**src/hw/prt_pkg.sv**
```systemverilog
// Shared constants for the inrush and thermal protection sequencer.
package prt_pkg;
  // Channel count and system clock rate.
  localparam int NUM_CH = 4;
  localparam int CLK_KHZ = 50000;
  localparam int CNT_W = 22;

  // Inrush window lengths in milliseconds, regular and halved, then the auto-restart delay.
  localparam real WIN1_MS = 2.0;
  localparam real WIN1_HALF_MS = 1.0;
  localparam real WIN2_MS = 8.0;
  localparam real WIN2_HALF_MS = 4.0;
  localparam real WIN3_MS = 64.0;
  localparam real WIN3_HALF_MS = 32.0;
  localparam real AUTORESTART_MS = 64.0;

  // Deglitch and wake-up blanking in microseconds.
  localparam real FILTER_US = 2.0;
  localparam real FILTER_MAX_US = 3.0;
  localparam real BLANK_US = 50.0;
  localparam real BLANK_MAX_US = 100.0;

  // Cycle counts; nominal figures land on whole cycles at 50 MHz.
  localparam int WIN1_CYC = $rtoi(WIN1_MS * CLK_KHZ);
  localparam int WIN1_HALF_CYC = $rtoi(WIN1_HALF_MS * CLK_KHZ);
  localparam int WIN2_CYC = $rtoi(WIN2_MS * CLK_KHZ);
  localparam int WIN2_HALF_CYC = $rtoi(WIN2_HALF_MS * CLK_KHZ);
  localparam int WIN3_CYC = $rtoi(WIN3_MS * CLK_KHZ);
  localparam int WIN3_HALF_CYC = $rtoi(WIN3_HALF_MS * CLK_KHZ);
  localparam int AUTORESTART_CYC = $rtoi(AUTORESTART_MS * CLK_KHZ);
  localparam int FILTER_CYC = $rtoi(FILTER_US * CLK_KHZ / 1000.0);
  localparam int FILTER_MAX_CYC = $rtoi(FILTER_MAX_US * CLK_KHZ / 1000.0);
  localparam int BLANK_CYC = $rtoi(BLANK_US * CLK_KHZ / 1000.0);
  localparam int BLANK_MAX_CYC = $rtoi(BLANK_MAX_US * CLK_KHZ / 1000.0);
  localparam int BLANK_W = 12;

  // Register byte offsets.
  localparam logic [7:0] ADDR_CONFIG = 8'h00;
  localparam logic [7:0] ADDR_CHANNEL = 8'h04;
  localparam logic [7:0] ADDR_QUICK = 8'h08;
  localparam logic [7:0] ADDR_CH_STATUS = 8'h0c;
  localparam logic [7:0] ADDR_CH_STATUS_LAST = 8'h18;
  localparam logic [7:0] ADDR_IRQ_STATUS = 8'h1c;
  localparam logic [7:0] ADDR_IRQ_MASK = 8'h20;

  // Configuration register fields and reset value.
  localparam int CFG_THERMAL = 0;
  localparam int CFG_TRANSIENT = 1;
  localparam int CFG_WARN_SEL = 2;
  localparam int CFG_FAIL = 3;
  localparam int CFG_PWM = 4;
  localparam int CFG_W = 5;
  localparam logic [CFG_W-1:0] CFG_RESET = 5'h00;

  // Channel control fields: on bits low nibble, halved-window bits next.
  localparam int CTRL_ON_LSB = 0;
  localparam int CTRL_HALF_LSB = 4;

  // Quick status and interrupt layout: overcurrent, shutdown, warning nibbles.
  localparam int EV_OC_LSB = 0;
  localparam int EV_SHUT_LSB = 4;
  localparam int EV_WARN_LSB = 8;
  localparam int QS_OUT_LSB = 12;
  localparam int EV_W = 12;

  // Per-channel status fields.
  localparam int CS_WARN = 0;
  localparam int CS_SHUT = 1;
  localparam int CS_OC = 2;
  localparam int CS_LATCH = 3;
  localparam int CS_STAGE_LSB = 4;
  localparam int CS_OUT = 6;
  localparam int CS_HALF = 7;
endpackage

```
**src/hw/prt_filter.sv**
```systemverilog
// Two-flop synchroniser followed by a per-bit deglitch filter.
`timescale 1ns/1ps
module prt_filter #(
  parameter int WIDTH = 1,
  parameter int DG_CYC = 100
) (
  input wire logic hclk, // System clock.
  input wire logic hresetn, // Asynchronous reset, active low.
  input wire logic blank, // Holds every filtered output low.
  input wire logic [WIDTH-1:0] raw, // Asynchronous flags.
  output logic [WIDTH-1:0] clean // Filtered flags.
);
  localparam int CW = $clog2(DG_CYC + 1);

  typedef struct packed {
    logic [WIDTH-1:0] s1;
    logic [WIDTH-1:0] s2;
    logic [WIDTH-1:0] q;
    logic [WIDTH-1:0][CW-1:0] cnt;
  } prt_flt_t;

  prt_flt_t st;
  prt_flt_t next_st;

  // A change must hold for DG_CYC cycles before it passes; s1 feeds only s2.
  always_comb begin
    next_st = st;
    next_st.s1 = raw;
    next_st.s2 = st.s1;
    for (int i = 0; i < WIDTH; i++) begin
      if (blank) begin
        next_st.q[i] = 1'b0;
        next_st.cnt[i] = '0;
      end else if (st.s2[i] == st.q[i]) begin
        next_st.cnt[i] = '0;
      end else if (st.cnt[i] == CW'(DG_CYC - 1)) begin
        next_st.q[i] = st.s2[i];
        next_st.cnt[i] = '0;
      end else begin
        next_st.cnt[i] = st.cnt[i] + 1'b1;
      end
    end
  end

  always_ff @(posedge hclk or negedge hresetn) begin
    if (!hresetn) begin
      st <= '0;
    end else begin
      st <= next_st;
    end
  end

  assign clean = st.q;
endmodule

```
**src/hw/prt_window.sv**
```systemverilog
// Three-stage inrush window timer for one channel.
`timescale 1ns/1ps
module prt_window #(
  parameter int CNT_W = 22,
  parameter int W1 = 100000,
  parameter int W1H = 50000,
  parameter int W2 = 400000,
  parameter int W2H = 200000,
  parameter int W3 = 3200000,
  parameter int W3H = 1600000
) (
  input wire logic hclk, // System clock.
  input wire logic hresetn, // Asynchronous reset, active low.
  input wire logic start, // Restarts the full window sequence.
  input wire logic run, // Counting advances only while high.
  input wire logic halved, // Selects half-length windows.
  output logic [1:0] stage, // 1..3 inrush level, 0 steady limit.
  output logic active // High while a window is open.
);
  typedef enum logic [2:0] {WIN_IDLE, WIN_ONE, WIN_TWO, WIN_THREE, WIN_STEADY} prt_win_state_t;

  typedef struct packed {
    prt_win_state_t state;
    logic [CNT_W-1:0] cnt;
  } prt_win_t;

  prt_win_t st;
  prt_win_t next_st;
  logic [CNT_W-1:0] lim;

  // Each window ends on its last cycle; the count freezes while run is low.
  always_comb begin
    next_st = st;
    case (st.state)
      WIN_ONE: lim = halved ? CNT_W'(W1H - 1) : CNT_W'(W1 - 1);
      WIN_TWO: lim = halved ? CNT_W'(W2H - 1) : CNT_W'(W2 - 1);
      default: lim = halved ? CNT_W'(W3H - 1) : CNT_W'(W3 - 1);
    endcase
    if (start) begin
      next_st.state = WIN_ONE;
      next_st.cnt = '0;
    end else if (run && active) begin
      if (st.cnt >= lim) begin
        next_st.cnt = '0;
        case (st.state)
          WIN_ONE: next_st.state = WIN_TWO;
          WIN_TWO: next_st.state = WIN_THREE;
          default: next_st.state = WIN_STEADY;
        endcase
      end else begin
        next_st.cnt = st.cnt + 1'b1;
      end
    end
  end

  always_ff @(posedge hclk or negedge hresetn) begin
    if (!hresetn) begin
      st <= '{state: WIN_IDLE, cnt: '0};
    end else begin
      st <= next_st;
    end
  end

  // Stage encoding drives the threshold select of the analog comparator.
  always_comb begin
    active = (st.state == WIN_ONE) || (st.state == WIN_TWO) || (st.state == WIN_THREE);
    case (st.state)
      WIN_ONE: stage = 2'h1;
      WIN_TWO: stage = 2'h2;
      WIN_THREE: stage = 2'h3;
      default: stage = 2'h0;
    endcase
  end
endmodule

```
**src/hw/prt_sequencer.sv**
```systemverilog
// Per-channel protection sequencer with an AHB-Lite register slave.
// What this block does
// - Thermal enable plus hot die selects the reduced first inrush level.
// - Transient enable halves thresholds while output is below half supply at turn-on.
// - First window is 2.0 ms, or 1.0 ms when halved.
// - Second window is 8.0 ms, or 4.0 ms when halved.
// - Third window is 64 ms, or 32 ms when halved.
// - Overcurrent and severe-short detections pass a 2.0 us deglitch filter.
// - In fail mode a restartable fault re-enables the output after 64 ms.
// - Fault detections are ignored for 50 us after wake-up.
// - Each channel has warning and shutdown temperature stages.
// - Filtered shutdown temperature turns the output off and sets shutdown status.
// - A warning leaves the output alone and sets quick and channel status.
// - Warning select 0 picks the higher threshold, 1 the lower one.
// - Warning clears only when temperature is low and channel status is read.
// - Per-channel halved-window bit resets to 0 and halves all windows.
// - In pulse-width mode window counting pauses while channel control is low.
// - Off then on restarts the windows; rewriting on while on does not.
`timescale 1ns/1ps
module prt_sequencer
  import prt_pkg::*;
#(
  parameter int WIN1_N = prt_pkg::WIN1_CYC,
  parameter int WIN1H_N = prt_pkg::WIN1_HALF_CYC,
  parameter int WIN2_N = prt_pkg::WIN2_CYC,
  parameter int WIN2H_N = prt_pkg::WIN2_HALF_CYC,
  parameter int WIN3_N = prt_pkg::WIN3_CYC,
  parameter int WIN3H_N = prt_pkg::WIN3_HALF_CYC,
  parameter int AUTO_N = prt_pkg::AUTORESTART_CYC
) (
  input wire logic hclk, // System clock, 50 MHz.
  input wire logic hresetn, // Asynchronous reset, active low.
  input wire logic hsel, // Slave select.
  input wire logic [31:0] haddr, // Byte address.
  input wire logic [1:0] htrans, // Transfer type.
  input wire logic hwrite, // High for a write.
  input wire logic [2:0] hsize, // Transfer size, word only.
  input wire logic [31:0] hwdata, // Write data.
  input wire logic hready, // Bus ready.
  output logic [31:0] hrdata, // Read data.
  output logic hreadyout, // Slave ready.
  output logic hresp, // Always OKAY.
  output logic irq, // Level interrupt.
  input wire logic wake_up, // Wake-up pulse, starts blanking.
  input wire logic [prt_pkg::NUM_CH-1:0] pwm_in, // Pulse-width inputs.
  input wire logic [prt_pkg::NUM_CH-1:0] oc_trip, // Comparator over selected level.
  input wire logic [prt_pkg::NUM_CH-1:0] severe_short_detect, // Severe short flag.
  input wire logic [prt_pkg::NUM_CH-1:0] temperature_shutdown, // Shutdown temperature.
  input wire logic [prt_pkg::NUM_CH-1:0] temperature_warning_high, // Higher warning level.
  input wire logic [prt_pkg::NUM_CH-1:0] temperature_warning_low, // Lower warning level.
  input wire logic die_hot, // Die above reduction threshold.
  input wire logic [prt_pkg::NUM_CH-1:0] vout_half, // Output at or above half supply.
  output logic [prt_pkg::NUM_CH-1:0] out_enable, // Power switch gate enable.
  output logic [2*prt_pkg::NUM_CH-1:0] inrush_stage, // Two bits per channel.
  output logic [prt_pkg::NUM_CH-1:0] half_scale, // Half-scale thresholds.
  output logic level_one_reduced // Reduced first inrush level.
);
  import prt_pkg::*;

  typedef struct packed {
    logic [CFG_W-1:0] cfg;
    logic [NUM_CH-1:0] on;
    logic [NUM_CH-1:0] halved;
    logic [NUM_CH-1:0] on_q;
    logic [NUM_CH-1:0] oc;
    logic [NUM_CH-1:0] latch;
    logic [NUM_CH-1:0] shut;
    logic [NUM_CH-1:0] warn;
    logic [NUM_CH-1:0][CNT_W-1:0] restart;
    logic [BLANK_W-1:0] blank;
    logic [EV_W-1:0] irq_stat;
    logic [EV_W-1:0] irq_mask;
    logic [NUM_CH-1:0] out_en;
    logic [NUM_CH-1:0] half;
    logic reduced;
    logic dp_valid;
    logic dp_write;
    logic [7:0] dp_addr;
    logic rd_done;
    logic [31:0] rdata;
  } prt_state_t;

  prt_state_t st;
  prt_state_t next_st;

  logic [NUM_CH-1:0] oc_f;
  logic [NUM_CH-1:0] ssc_f;
  logic [NUM_CH-1:0] tsh_f;
  logic [NUM_CH-1:0] whi_f;
  logic [NUM_CH-1:0] wlo_f;
  logic [NUM_CH-1:0] vhalf_s;
  logic hot_s;
  logic blanking;
  logic [NUM_CH-1:0] channel_output_control;
  logic [NUM_CH-1:0] blocked;
  logic [NUM_CH-1:0] on_eff;
  logic [NUM_CH-1:0] win_start;
  logic [NUM_CH-1:0] win_active;
  logic [NUM_CH-1:0][1:0] stage;
  logic [NUM_CH-1:0] warn_now;
  logic [EV_W-1:0] events;
  logic accept;
  logic wr_go;
  logic rd_go;
  logic [31:0] rd_val;
  logic [1:0] ch_idx;

  // Fault flags are blanked after wake-up and deglitched before use.
  assign blanking = (st.blank != '0);
  prt_filter #(.WIDTH(5 * NUM_CH), .DG_CYC(FILTER_CYC)) u_fault_filter (
    .hclk(hclk),
    .hresetn(hresetn),
    .blank(blanking),
    .raw({oc_trip, severe_short_detect, temperature_shutdown, temperature_warning_high, temperature_warning_low}),
    .clean({oc_f, ssc_f, tsh_f, whi_f, wlo_f})
  );

  // Supply and die flags only need synchronising, so one stable cycle passes them.
  prt_filter #(.WIDTH(NUM_CH + 1), .DG_CYC(1)) u_level_sync (
    .hclk(hclk),
    .hresetn(hresetn),
    .blank(1'h0),
    .raw({vout_half, die_hot}),
    .clean({vhalf_s, hot_s})
  );

  // Channel control follows the on bit, gated by the pulse input in pulse-width mode.
  always_comb begin
    for (int c = 0; c < NUM_CH; c++) begin
      channel_output_control[c] = st.on[c] & (st.cfg[CFG_PWM] ? pwm_in[c] : 1'b1);
      blocked[c] = st.latch[c] | (st.restart[c] != '0);
      on_eff[c] = st.on[c] & ~blocked[c];
      win_start[c] = on_eff[c] & ~st.on_q[c];
      warn_now[c] = st.cfg[CFG_WARN_SEL] ? wlo_f[c] : whi_f[c];
    end
  end

  // One window timer per channel; pauses while channel control is low.
  for (genvar g = 0; g < NUM_CH; g++) begin : g_win
    prt_window #(
      .CNT_W(CNT_W),
      .W1(WIN1_N),
      .W1H(WIN1H_N),
      .W2(WIN2_N),
      .W2H(WIN2H_N),
      .W3(WIN3_N),
      .W3H(WIN3H_N)
    ) u_window (
      .hclk(hclk),
      .hresetn(hresetn),
      .start(win_start[g]),
      .run(on_eff[g] & channel_output_control[g]),
      .halved(st.halved[g]),
      .stage(stage[g]),
      .active(win_active[g])
    );
  end

  // Bus decode: word reads take one wait state so that read data leave a flip-flop.
  assign accept = hsel & hready & htrans[1];
  assign wr_go = st.dp_valid & st.dp_write;
  assign rd_go = st.dp_valid & ~st.dp_write & ~st.rd_done;
  assign ch_idx = 2'((st.dp_addr - ADDR_CH_STATUS) >> 2);

  // Read multiplexer; unmapped addresses read as zero.
  always_comb begin
    rd_val = 32'h0000_0000;
    if (st.dp_addr == ADDR_CONFIG) begin
      rd_val[CFG_W-1:0] = st.cfg;
    end else if (st.dp_addr == ADDR_CHANNEL) begin
      rd_val[CTRL_ON_LSB +: NUM_CH] = st.on;
      rd_val[CTRL_HALF_LSB +: NUM_CH] = st.halved;
    end else if (st.dp_addr == ADDR_QUICK) begin
      rd_val[EV_OC_LSB +: NUM_CH] = st.oc;
      rd_val[EV_SHUT_LSB +: NUM_CH] = st.shut;
      rd_val[EV_WARN_LSB +: NUM_CH] = st.warn;
      rd_val[QS_OUT_LSB +: NUM_CH] = st.out_en;
    end else if (st.dp_addr >= ADDR_CH_STATUS && st.dp_addr <= ADDR_CH_STATUS_LAST && st.dp_addr[1:0] == 2'h0) begin
      rd_val[CS_WARN] = st.warn[ch_idx];
      rd_val[CS_SHUT] = st.shut[ch_idx];
      rd_val[CS_OC] = st.oc[ch_idx];
      rd_val[CS_LATCH] = st.latch[ch_idx];
      rd_val[CS_STAGE_LSB +: 2] = stage[ch_idx];
      rd_val[CS_OUT] = st.out_en[ch_idx];
      rd_val[CS_HALF] = st.half[ch_idx];
    end else if (st.dp_addr == ADDR_IRQ_STATUS) begin
      rd_val[EV_W-1:0] = st.irq_stat;
    end else if (st.dp_addr == ADDR_IRQ_MASK) begin
      rd_val[EV_W-1:0] = st.irq_mask;
    end
  end

  // Next-state logic: bus, protection and interrupts in one place.
  always_comb begin
    next_st = st;
    events = '0;

    // Bus phases.
    if (hreadyout) begin
      next_st.dp_valid = accept;
      next_st.dp_write = hwrite;
      next_st.dp_addr = haddr[7:0];
      next_st.rd_done = 1'b0;
    end else begin
      next_st.rd_done = 1'b1;
    end
    if (rd_go) begin
      next_st.rdata = rd_val;
    end

    // Blanking restarts on every wake-up.
    if (wake_up) begin
      next_st.blank = BLANK_W'(BLANK_CYC);
    end else if (blanking) begin
      next_st.blank = st.blank - 1'b1;
    end

    // Register writes; writing on clears a latched fault unless the filtered shutdown temperature persists.
    if (wr_go) begin
      if (st.dp_addr == ADDR_CONFIG) begin
        next_st.cfg = hwdata[CFG_W-1:0];
      end else if (st.dp_addr == ADDR_CHANNEL) begin
        next_st.on = hwdata[CTRL_ON_LSB +: NUM_CH];
        next_st.halved = hwdata[CTRL_HALF_LSB +: NUM_CH];
        for (int c = 0; c < NUM_CH; c++) begin
          if (hwdata[CTRL_ON_LSB + c] && !tsh_f[c]) begin
            next_st.latch[c] = 1'b0;
          end
        end
      end else if (st.dp_addr == ADDR_IRQ_STATUS) begin
        next_st.irq_stat = st.irq_stat & ~hwdata[EV_W-1:0];
      end else if (st.dp_addr == ADDR_IRQ_MASK) begin
        next_st.irq_mask = hwdata[EV_W-1:0];
      end
    end

    // Reading a channel status releases the flags whose conditions are gone.
    if (rd_go && st.dp_addr >= ADDR_CH_STATUS && st.dp_addr <= ADDR_CH_STATUS_LAST && st.dp_addr[1:0] == 2'h0) begin
      if (!warn_now[ch_idx]) begin
        next_st.warn[ch_idx] = 1'b0;
      end
      if (!tsh_f[ch_idx]) begin
        next_st.shut[ch_idx] = 1'b0;
      end
      next_st.oc[ch_idx] = 1'b0;
    end

    // Protection per channel; every set below overrides the clears above.
    for (int c = 0; c < NUM_CH; c++) begin
      next_st.on_q[c] = on_eff[c];
      // Warning only reports; the output keeps its state.
      if (warn_now[c]) begin
        next_st.warn[c] = 1'b1;
        events[EV_WARN_LSB + c] = ~st.warn[c];
      end
      // Filtered shutdown temperature switches off and reports together.
      if (tsh_f[c]) begin
        next_st.shut[c] = 1'b1;
        next_st.latch[c] = 1'b1;
        events[EV_SHUT_LSB + c] = ~st.shut[c];
      end
      // Overcurrent: first level and severe short latch; others restart in fail mode.
      if (on_eff[c] && (oc_f[c] || ssc_f[c])) begin
        next_st.oc[c] = 1'b1;
        events[EV_OC_LSB + c] = 1'b1;
        if (st.cfg[CFG_FAIL] && !ssc_f[c] && stage[c] != 2'h1) begin
          next_st.restart[c] = CNT_W'(AUTO_N);
        end else begin
          next_st.latch[c] = 1'b1;
        end
      end else if (st.restart[c] != '0) begin
        next_st.restart[c] = st.restart[c] - 1'b1;
      end
      next_st.out_en[c] = channel_output_control[c] & ~next_st.latch[c] & (next_st.restart[c] == '0);
      // Half-scale thresholds only during turn-on below half supply.
      next_st.half[c] = st.cfg[CFG_TRANSIENT] & win_active[c] & channel_output_control[c] & ~vhalf_s[c];
    end

    // Reduced first level when enabled and the die is hot.
    next_st.reduced = st.cfg[CFG_THERMAL] & hot_s;

    // Sticky interrupt bits: a new event wins over a same-cycle clear.
    next_st.irq_stat = next_st.irq_stat | events;
  end

  // State register; blanking is armed from reset as after a wake-up.
  always_ff @(posedge hclk or negedge hresetn) begin
    if (!hresetn) begin
      st <= '0;
      st.cfg <= CFG_RESET;
      st.blank <= BLANK_W'(BLANK_CYC);
    end else begin
      st <= next_st;
    end
  end

  // Outputs.
  assign hreadyout = ~(st.dp_valid & ~st.dp_write & ~st.rd_done);
  assign hresp = 1'b0;
  assign hrdata = st.rdata;
  assign irq = |(st.irq_stat & st.irq_mask);
  assign out_enable = st.out_en;
  assign half_scale = st.half;
  assign level_one_reduced = st.reduced;
  always_comb begin
    for (int c = 0; c < NUM_CH; c++) begin
      inrush_stage[2*c +: 2] = stage[c];
    end
  end
endmodule

```
**config.mk**
```make
export PLATFORM = sky130hd
export DESIGN_NAME = prt_sequencer
export DESIGN_NICKNAME = d
export VERILOG_FILES = /design/src/hw/prt_pkg.sv /design/src/hw/prt_filter.sv /design/src/hw/prt_window.sv /design/src/hw/prt_sequencer.sv
export SDC_FILE = /design/constraint.sdc
export NUM_CORES = 1
export LEC_CHECK = 0
export ABC_AREA = 1
export BUFFER_PORTS_ARGS = -buffer_cell sky130_fd_sc_hd__buf_2
export CAP_MARGIN = 10
export CORE_ASPECT_RATIO = 2
export CORE_MARGIN = 5
export CORE_UTILIZATION = 65
export DETAILED_ROUTE_END_ITERATION = 7
export GPL_TIMING_DRIVEN = 1
export PLACE_DENSITY = 0.8
export SYNTH_ARGS = -nofsm -noshare
export SYNTH_HDL_FRONTEND = slang
export SYNTH_SLANG_ARGS = --single-unit
export TNS_END_PERCENT = 100
```
**constraint.sdc**
```tcl
create_clock -name hclk -period 3.7 [get_ports hclk]
set_input_delay 0.555 -clock hclk [delete_from_list [all_inputs] [get_ports hclk]]
set_output_delay 0.555 -clock hclk [all_outputs]
set_load 0.01 [all_outputs]
```
* Yosys cells after proc, flatten, opt, wreduce, memory -nomap -nowiden
Cells that the tools add are included.
** Cells by class
- Bitwise operators :: 94
- $lt $le $gt $ge :: 8
- Multiplexer cells :: 276
- Reductions and logical operators :: 139
- $add $sub $neg :: 35
- Equal/unequal tests :: 93
** Operators by type and width (number)
- two-way mux 22 bit :: 20
- two-way mux 7 bit :: 60
- two-way mux 25 bit :: 8
- case mux 22 bit (2 select lines) :: 4
- adder 7 x 1 -> 7 bit, second input constant :: 20
- equality test 7 bit, second input constant :: 20
- two-way mux 1 bit :: 128
- two-way mux 12 bit :: 8
- adder 22 x 1 -> 22 bit, second input constant :: 4
- >= comparator 22 bit :: 4
- zero test 22 bit :: 4
- nonzero test 22 bit :: 4
- subtractor 22 x 1 -> 22 bit, second input constant :: 4
- nonzero test 2 bit :: 41
- two-way mux 19 bit :: 4
- AND reduction 2 bit :: 38
- two-way mux 24 bit :: 3
- two-way mux 17 bit :: 4
- != test 2 bit, second input constant :: 24
- AND 1 bit :: 42
- inverter 1 bit :: 40
- two-way mux 4 bit :: 8
- two-way mux 8 bit :: 4
- logical AND 1 bit :: 26
- other kinds (38) :: 123
** Word-level totals
- Register bits after elaboration :: 513
- Word-level logic and storage cells :: 739
- Output and inout port bits :: 52

* Depth between registers and ports, before layout
- Word-level depth :: 12
- Depth in mapped cells :: 20

* Modules after synthesis
From an unflattened synthesis, not the netlist that was laid out.
** Second synthesis, totals
- Cell total of the unflattened synthesis :: 3754
- Area, all modules :: 29544.6 sq um
** Modules (own cells, without submodules)
- prt_sequencer :: sequential area each 4835.9 sq um, cells an instance 1545, times used 1, area each 11686.2 sq um
- prt_filter (u_fault_filter) :: sequential area each 5004.8 sq um, cells an instance 1080, times used 1, area each 9521.6 sq um
- prt_window (g_win[1].u_window ...) :: sequential area each 625.6 sq um, cells an instance 272, times used 2, area each 1946.9 sq um
- prt_window (g_win[3].u_window) :: sequential area each 625.6 sq um, cells an instance 279, times used 1, area each 2025.7 sq um
- prt_window (g_win[0].u_window) :: sequential area each 625.6 sq um, cells an instance 276, times used 1, area each 1966.9 sq um
- prt_filter (u_level_sync) :: sequential area each 375.4 sq um, cells an instance 30, times used 1, area each 450.4 sq um

* Worst setup path before layout
OpenSTA, ideal clock, no wires.
- Path type :: reg2reg
- Start :: reg g_win[3].u_window.st[24] in the netlist's numbering
- End :: reg g_win[3].u_window.st[24] in the netlist's numbering
- Arrival :: 2.508 ns
- Path buffers :: 1
- Stages on the path, launching flop included :: 19
- Setup slack :: 1.071 ns
- Period minus slack after synthesis :: 2.629 ns
- Library setup time :: 0.121 ns
- Path through :: dfrtp_1 nor2_1 nand2_1 nand2_1 inv_1 nor2_1 nand2_1 ha_1 a21oi_1 nor2_1 nor2_1 nand2_1 o21ai_0 nand3_1 nor2_2 nor2_2 buf_4 nand3_1 o21ai_1
** On the way
- Word-level cells in the longest chain between the ends :: 6
- Elaborated cells between the ends (all ways) :: 15
- Classes of those cells :: order compare (1); eq/ne (3); mux (5); reduce/logical (6)
** Ends and longest elaborated chain
- start: declaration :: RTL line prt_window.sv:27 : prt_win_t st;
- start signal: assignment :: RTL line prt_window.sv:58 : st <= '{state: WIN_IDLE, cnt: '0};
- start signal: assignment :: RTL line prt_window.sv:60 : st <= next_st;
- branches (longest 6 deep; another with >= comparator 22 bit)
Parallel ways; which one is timed is not known. The select of a mux whose other input is x is not followed.
A chain may end at the register's enable or synchronous reset.

* Final worst setup path
- Start :: reg g_win[3].u_window.st[24] in the netlist's numbering
- End :: reg g_win[3].u_window.st[22] in the netlist's numbering
Same word-level chain as after synthesis.

==> parameters.txt <==
Parameter                              Value

Run status
  Run status ... finished, final reports clean

Critical path
  Register-to-Register Setup Slack ... 350 ps
  Critical Path RT ... 4170 ps
  Worst Path Buf+Inv ... 2
  Delay of the slowest cell on the worst path ... 480 ps
  CP Class ... reg2reg
  Most repeated library cell on the critical path ... nand2_1
  R2r startpoint ... g_win[3].u_window.st[24]
  Cell family with most CP delay ... simple AND/OR/NAND/NOR gates
  Data arrival time of the worst path ... 3820 ps
  Cells along the critical path ... nor2_1 > nand2_1 > nand2_1 > inv_1 > nor2_1 > nand2_1 > ha_1 > nand2_1 > inv_1 > nand3_1 > nor2_1 > nand3_1 > nand3_1 > nor2_2 > nor2_2 > o21ai_0 > o21ai_0
  Critical Path Source Type ... register
  Maximum fanout encountered on the critical timing path ... 11
  Critical path endpoint category ... register
  Critical-path top delay cell ... nor2_2
  Source of the critical timing path ... g_win[3].u_window.st[24]

Clock network
  Buffers from clock root to sink, at most ... 3
  Clock-pin slew reported for the worst setup and hold paths after clock tree synthesis ... 70 ps
  Clock root buffer ... clkbuf_16
  Clock insertion delay at the later pin of the skew report ... 570 ps
  Post-CTS Resized ... 0
  Level count of the clock H-tree ... 2
  TritonCTS clock tree ... done
  Clock buffers created by TritonCTS ... 46
  TritonCTS Sinks ... 508
  Number of buffers inserted by post-CTS setup repair ... 0

Logic synthesis
  Cell accounting for the most synthesized area ... dfrtp_1
  Yosys synthesis warning count ... 0
  Largest cells by area after synthesis ... dfrtp_1, nand2_1, nor2_1, inv_1, ha_1
  Cells after synthesis ... 3488
  Dominant synthesized flop cell ... dfrtp_1
  Synthesized area per cell ... 8.013 um^2
  Count of different cell masters after synthesis ... 53
  Cell area after synthesis ... 0.02795 mm^2
  Number of enable-type register cells in the synthesized netlist ... 0
  Proportion of netlist area held by the largest area contributor ... 0.4503
  Number of synthesized register bits ... 508
  Share of the yosys chip area belonging to registers ... 0.4550
  Async set-or-reset flop fraction in the synthesized netlist ... 1.000

Routing
  Number of vias per cell ... 5.686
  DR vias ... 23690
  Length of the first detailed-routing pass in iterations ... 6
  Antenna Nets Post-Route ... 0
  Routed WL ... 71890 um
  Drt wl/cell ... 17.26 um
  Starting DRT DRC Count ... 1557
  Number of remaining DRC errors ... 0

Power
  Share of total power consumed by net switching ... 0.2537
  Pwr Density ... 399.0 mW/mm^2
  Cell leakage power ... 16.13 nW
  Relative contribution of the clock network to total power ... 0.427
  Combinational share of power ... 0.093
  Worst vdd ir ... 0.0004575 V
  Sequential share of power ... 0.481
  Total net switching power ... 3.095 mW
  Internal power component ... 9.105 mW

GRT
  Maximum number of pins on one net before global-route repair ... 83
  Via count of the first global-routing pass ... 24280
  Antenna violations before repair ... 1
  Sum of overflow across all layers after global routing ... 0
  Global-route wire length before repair ... 116900 um
  Global Route Usage Sum ... 0.3052

Placed design
  Input/output buffers ... 90
  Final Wtd Congestion ... 1.016
  Sum of net half-perimeters after detailed placement ... 54600 um
  Worst setup slack after placement ... 407.8 ps

Floorplanning
  Chip width ... 156.6 um
  Area of the die ... 0.04750 mm^2
  Area of the core region ... 0.04257 mm^2
  Number of top-level design ports ... 156
  Die outline height ... 303.3 um
  Initial core utilization ... 0.6565
  Number of placement rows ... 107

Final layout
  N_diodes ... 0
  Most common library cell in the layout ignoring fill and taps ... nand2_1
  Syn-to-layout area delta ... 9.401%
  Layout net count ... 3802
  Share of layout cells above drive strength 1 ... 0.08782
  Top library cells by usage in the layout, fill and taps aside ... nand2_1, nor2_1, dfrtp_1
  Area of the multi-input gates ... 0.01313 mm^2
  Fillers ... 3369
  FF+latch area ... 0.01272 mm^2

Timing
  Final hold vios ... 0
  Fmax ... 0.2986 GHz
  Final worst path period need ... 3349 ps
  Actual transition at the worst max-transition pin ... 909.6 ps
  Worst max-slew margin expressed relative to the limit ... 0.3919
  Number of endpoints failing setup at the final stage ... 0
  Worst path setup slack after routing ... 350.5 ps
  Setup clock skew after layout ... 21.55 ps
  Unrepaired setup endpoints after global routing ... false
  Portion of the clock cycle consumed by the worst path in the final layout ... 0.9053
  Setup TNS Final ... 0 ps
  Max-slew violation count ... 0

Hold path
  Class of the tightest hold or removal check ... in2reg
  Hold Path Origin ... vout_half[2]

Run
  Count of maximum capacitance violations ... 0
-- synth_stat cells (9+ instances only) --
master,n
dfrtp_1,503
o21ai_0,183
nand4_1,84
nand2_1,690
clkbuf_1,26
nor3_1,72
nor2_4,9
buf_4,44
nor2_1,550
nor2_2,36
xnor2_1,54
mux2_2,9
nor4_1,14
or2_2,13
nand3b_1,18
nand3_1,231
nand2_2,18
inv_2,10
nor3b_1,41
inv_1,435
a21oi_1,100
o22ai_1,17
xor2_1,116
ha_1,113
-- stage by stage --
stage | power [mW] | cells | hold slack (ps) | area [um^2] | utilization
4_1_cts | 12.28 | 4166 | 65.91 | 30580 | 0.7182
3_5_place_dp | 7.080 | 4081 | 334.7 | 28910 | 0.6791
6_report | 12.20 | 4166 | 90.67 | 30580 | 0.7182
2_1_floorplan | 6.623 | 3504 | 259.4 | 28010 | -
3_3_place_gp | 7.027 | 4081 | 333.8 | 28910 | 0.6791
5_1_grt | 12.67 | 4166 | 71.11 | 30580 | 0.7182
-- state kept, by name, indices dropped and copies added, names as in the netlist, 5 cells and up --
| signal | count |
|---|---|
| u_fault_filter.st | 160 |
| st | 168 |
| u_level_sync.clean | 5 |
| u_level_sync.next_st | 5 |
| u_fault_filter.clean | 20 |
| u_level_sync.st | 5 |
| u_fault_filter.next_st | 20 |
| hrdata | 16 |
| g_win.u_window.st | 100 |
-- timing repair --
item / 4_1_cts / 5_1_grt
endpoints found under the setup margin: 0 / 0
hold buffers: 1 / 0
endpoints found under the hold margin: 54 / 0
-- per-layer routing --
layer  vias up  global-route usage  part of all wire
met5         -                   0                 0
met4         0              0.1855             0.069
met3       270             0.03529             0.049
met2       780              0.5607              0.53
met1     11250              0.3309              0.36
li1      11380                   -                 -
-- final timing paths --
path | endpoint | cells after the start
worst max register to register | g_win[3].u_window.st[22] | 17
min in group asynchronous | g_win[3].u_window.st[4] | 2
worst min-delay path | u_level_sync.next_st[13] | 1
max in group asynchronous | u_fault_filter.st[26] | 3
worst min register to register | u_fault_filter.st[160] | 0
worst max-delay path | g_win[3].u_window.st[22] | 17
-- power groups by stage --
stage               sequential, mW  clock (mW)  combinational, mW
floorplan                     5.91           0              0.713
global placement              5.95           0               1.07
CTS                           5.86        5.29               1.13
global route                  5.88        5.51               1.28
detailed placement            5.96           0               1.12
finish                        5.86        5.20               1.13
-- cells by family after synthesis --
kind of cell / after synthesis / synth area share
buffers and inverters: 528 / 0.07740
and+or+nand+nor: 1818 / 0.2943
xor gates and xnor gates: 170 / 0.05327
other: 1 / 0.0001342
muxes: 13 / 0.005059
AOI/OAI and AO/OA: 337 / 0.06419
DFF: 508 / 0.4550
adders and majority gates: 113 / 0.05058
-- cell type report --
| type | count | share of cell area |
|---|---|---|
| clock buffers | 62 | 0.04255 |
| clock inverters | 22 | 0.01162 |
| inverters | 451 | 0.05557 |
| multi-input cells | 2468 | 0.4295 |
| flip-flops and latches | 508 | 0.4159 |
| well taps | 545 | 0.02230 |
| repair buffers | 110 | 0.02250 |
Note: power is estimated with default switching activity, not from simulation.
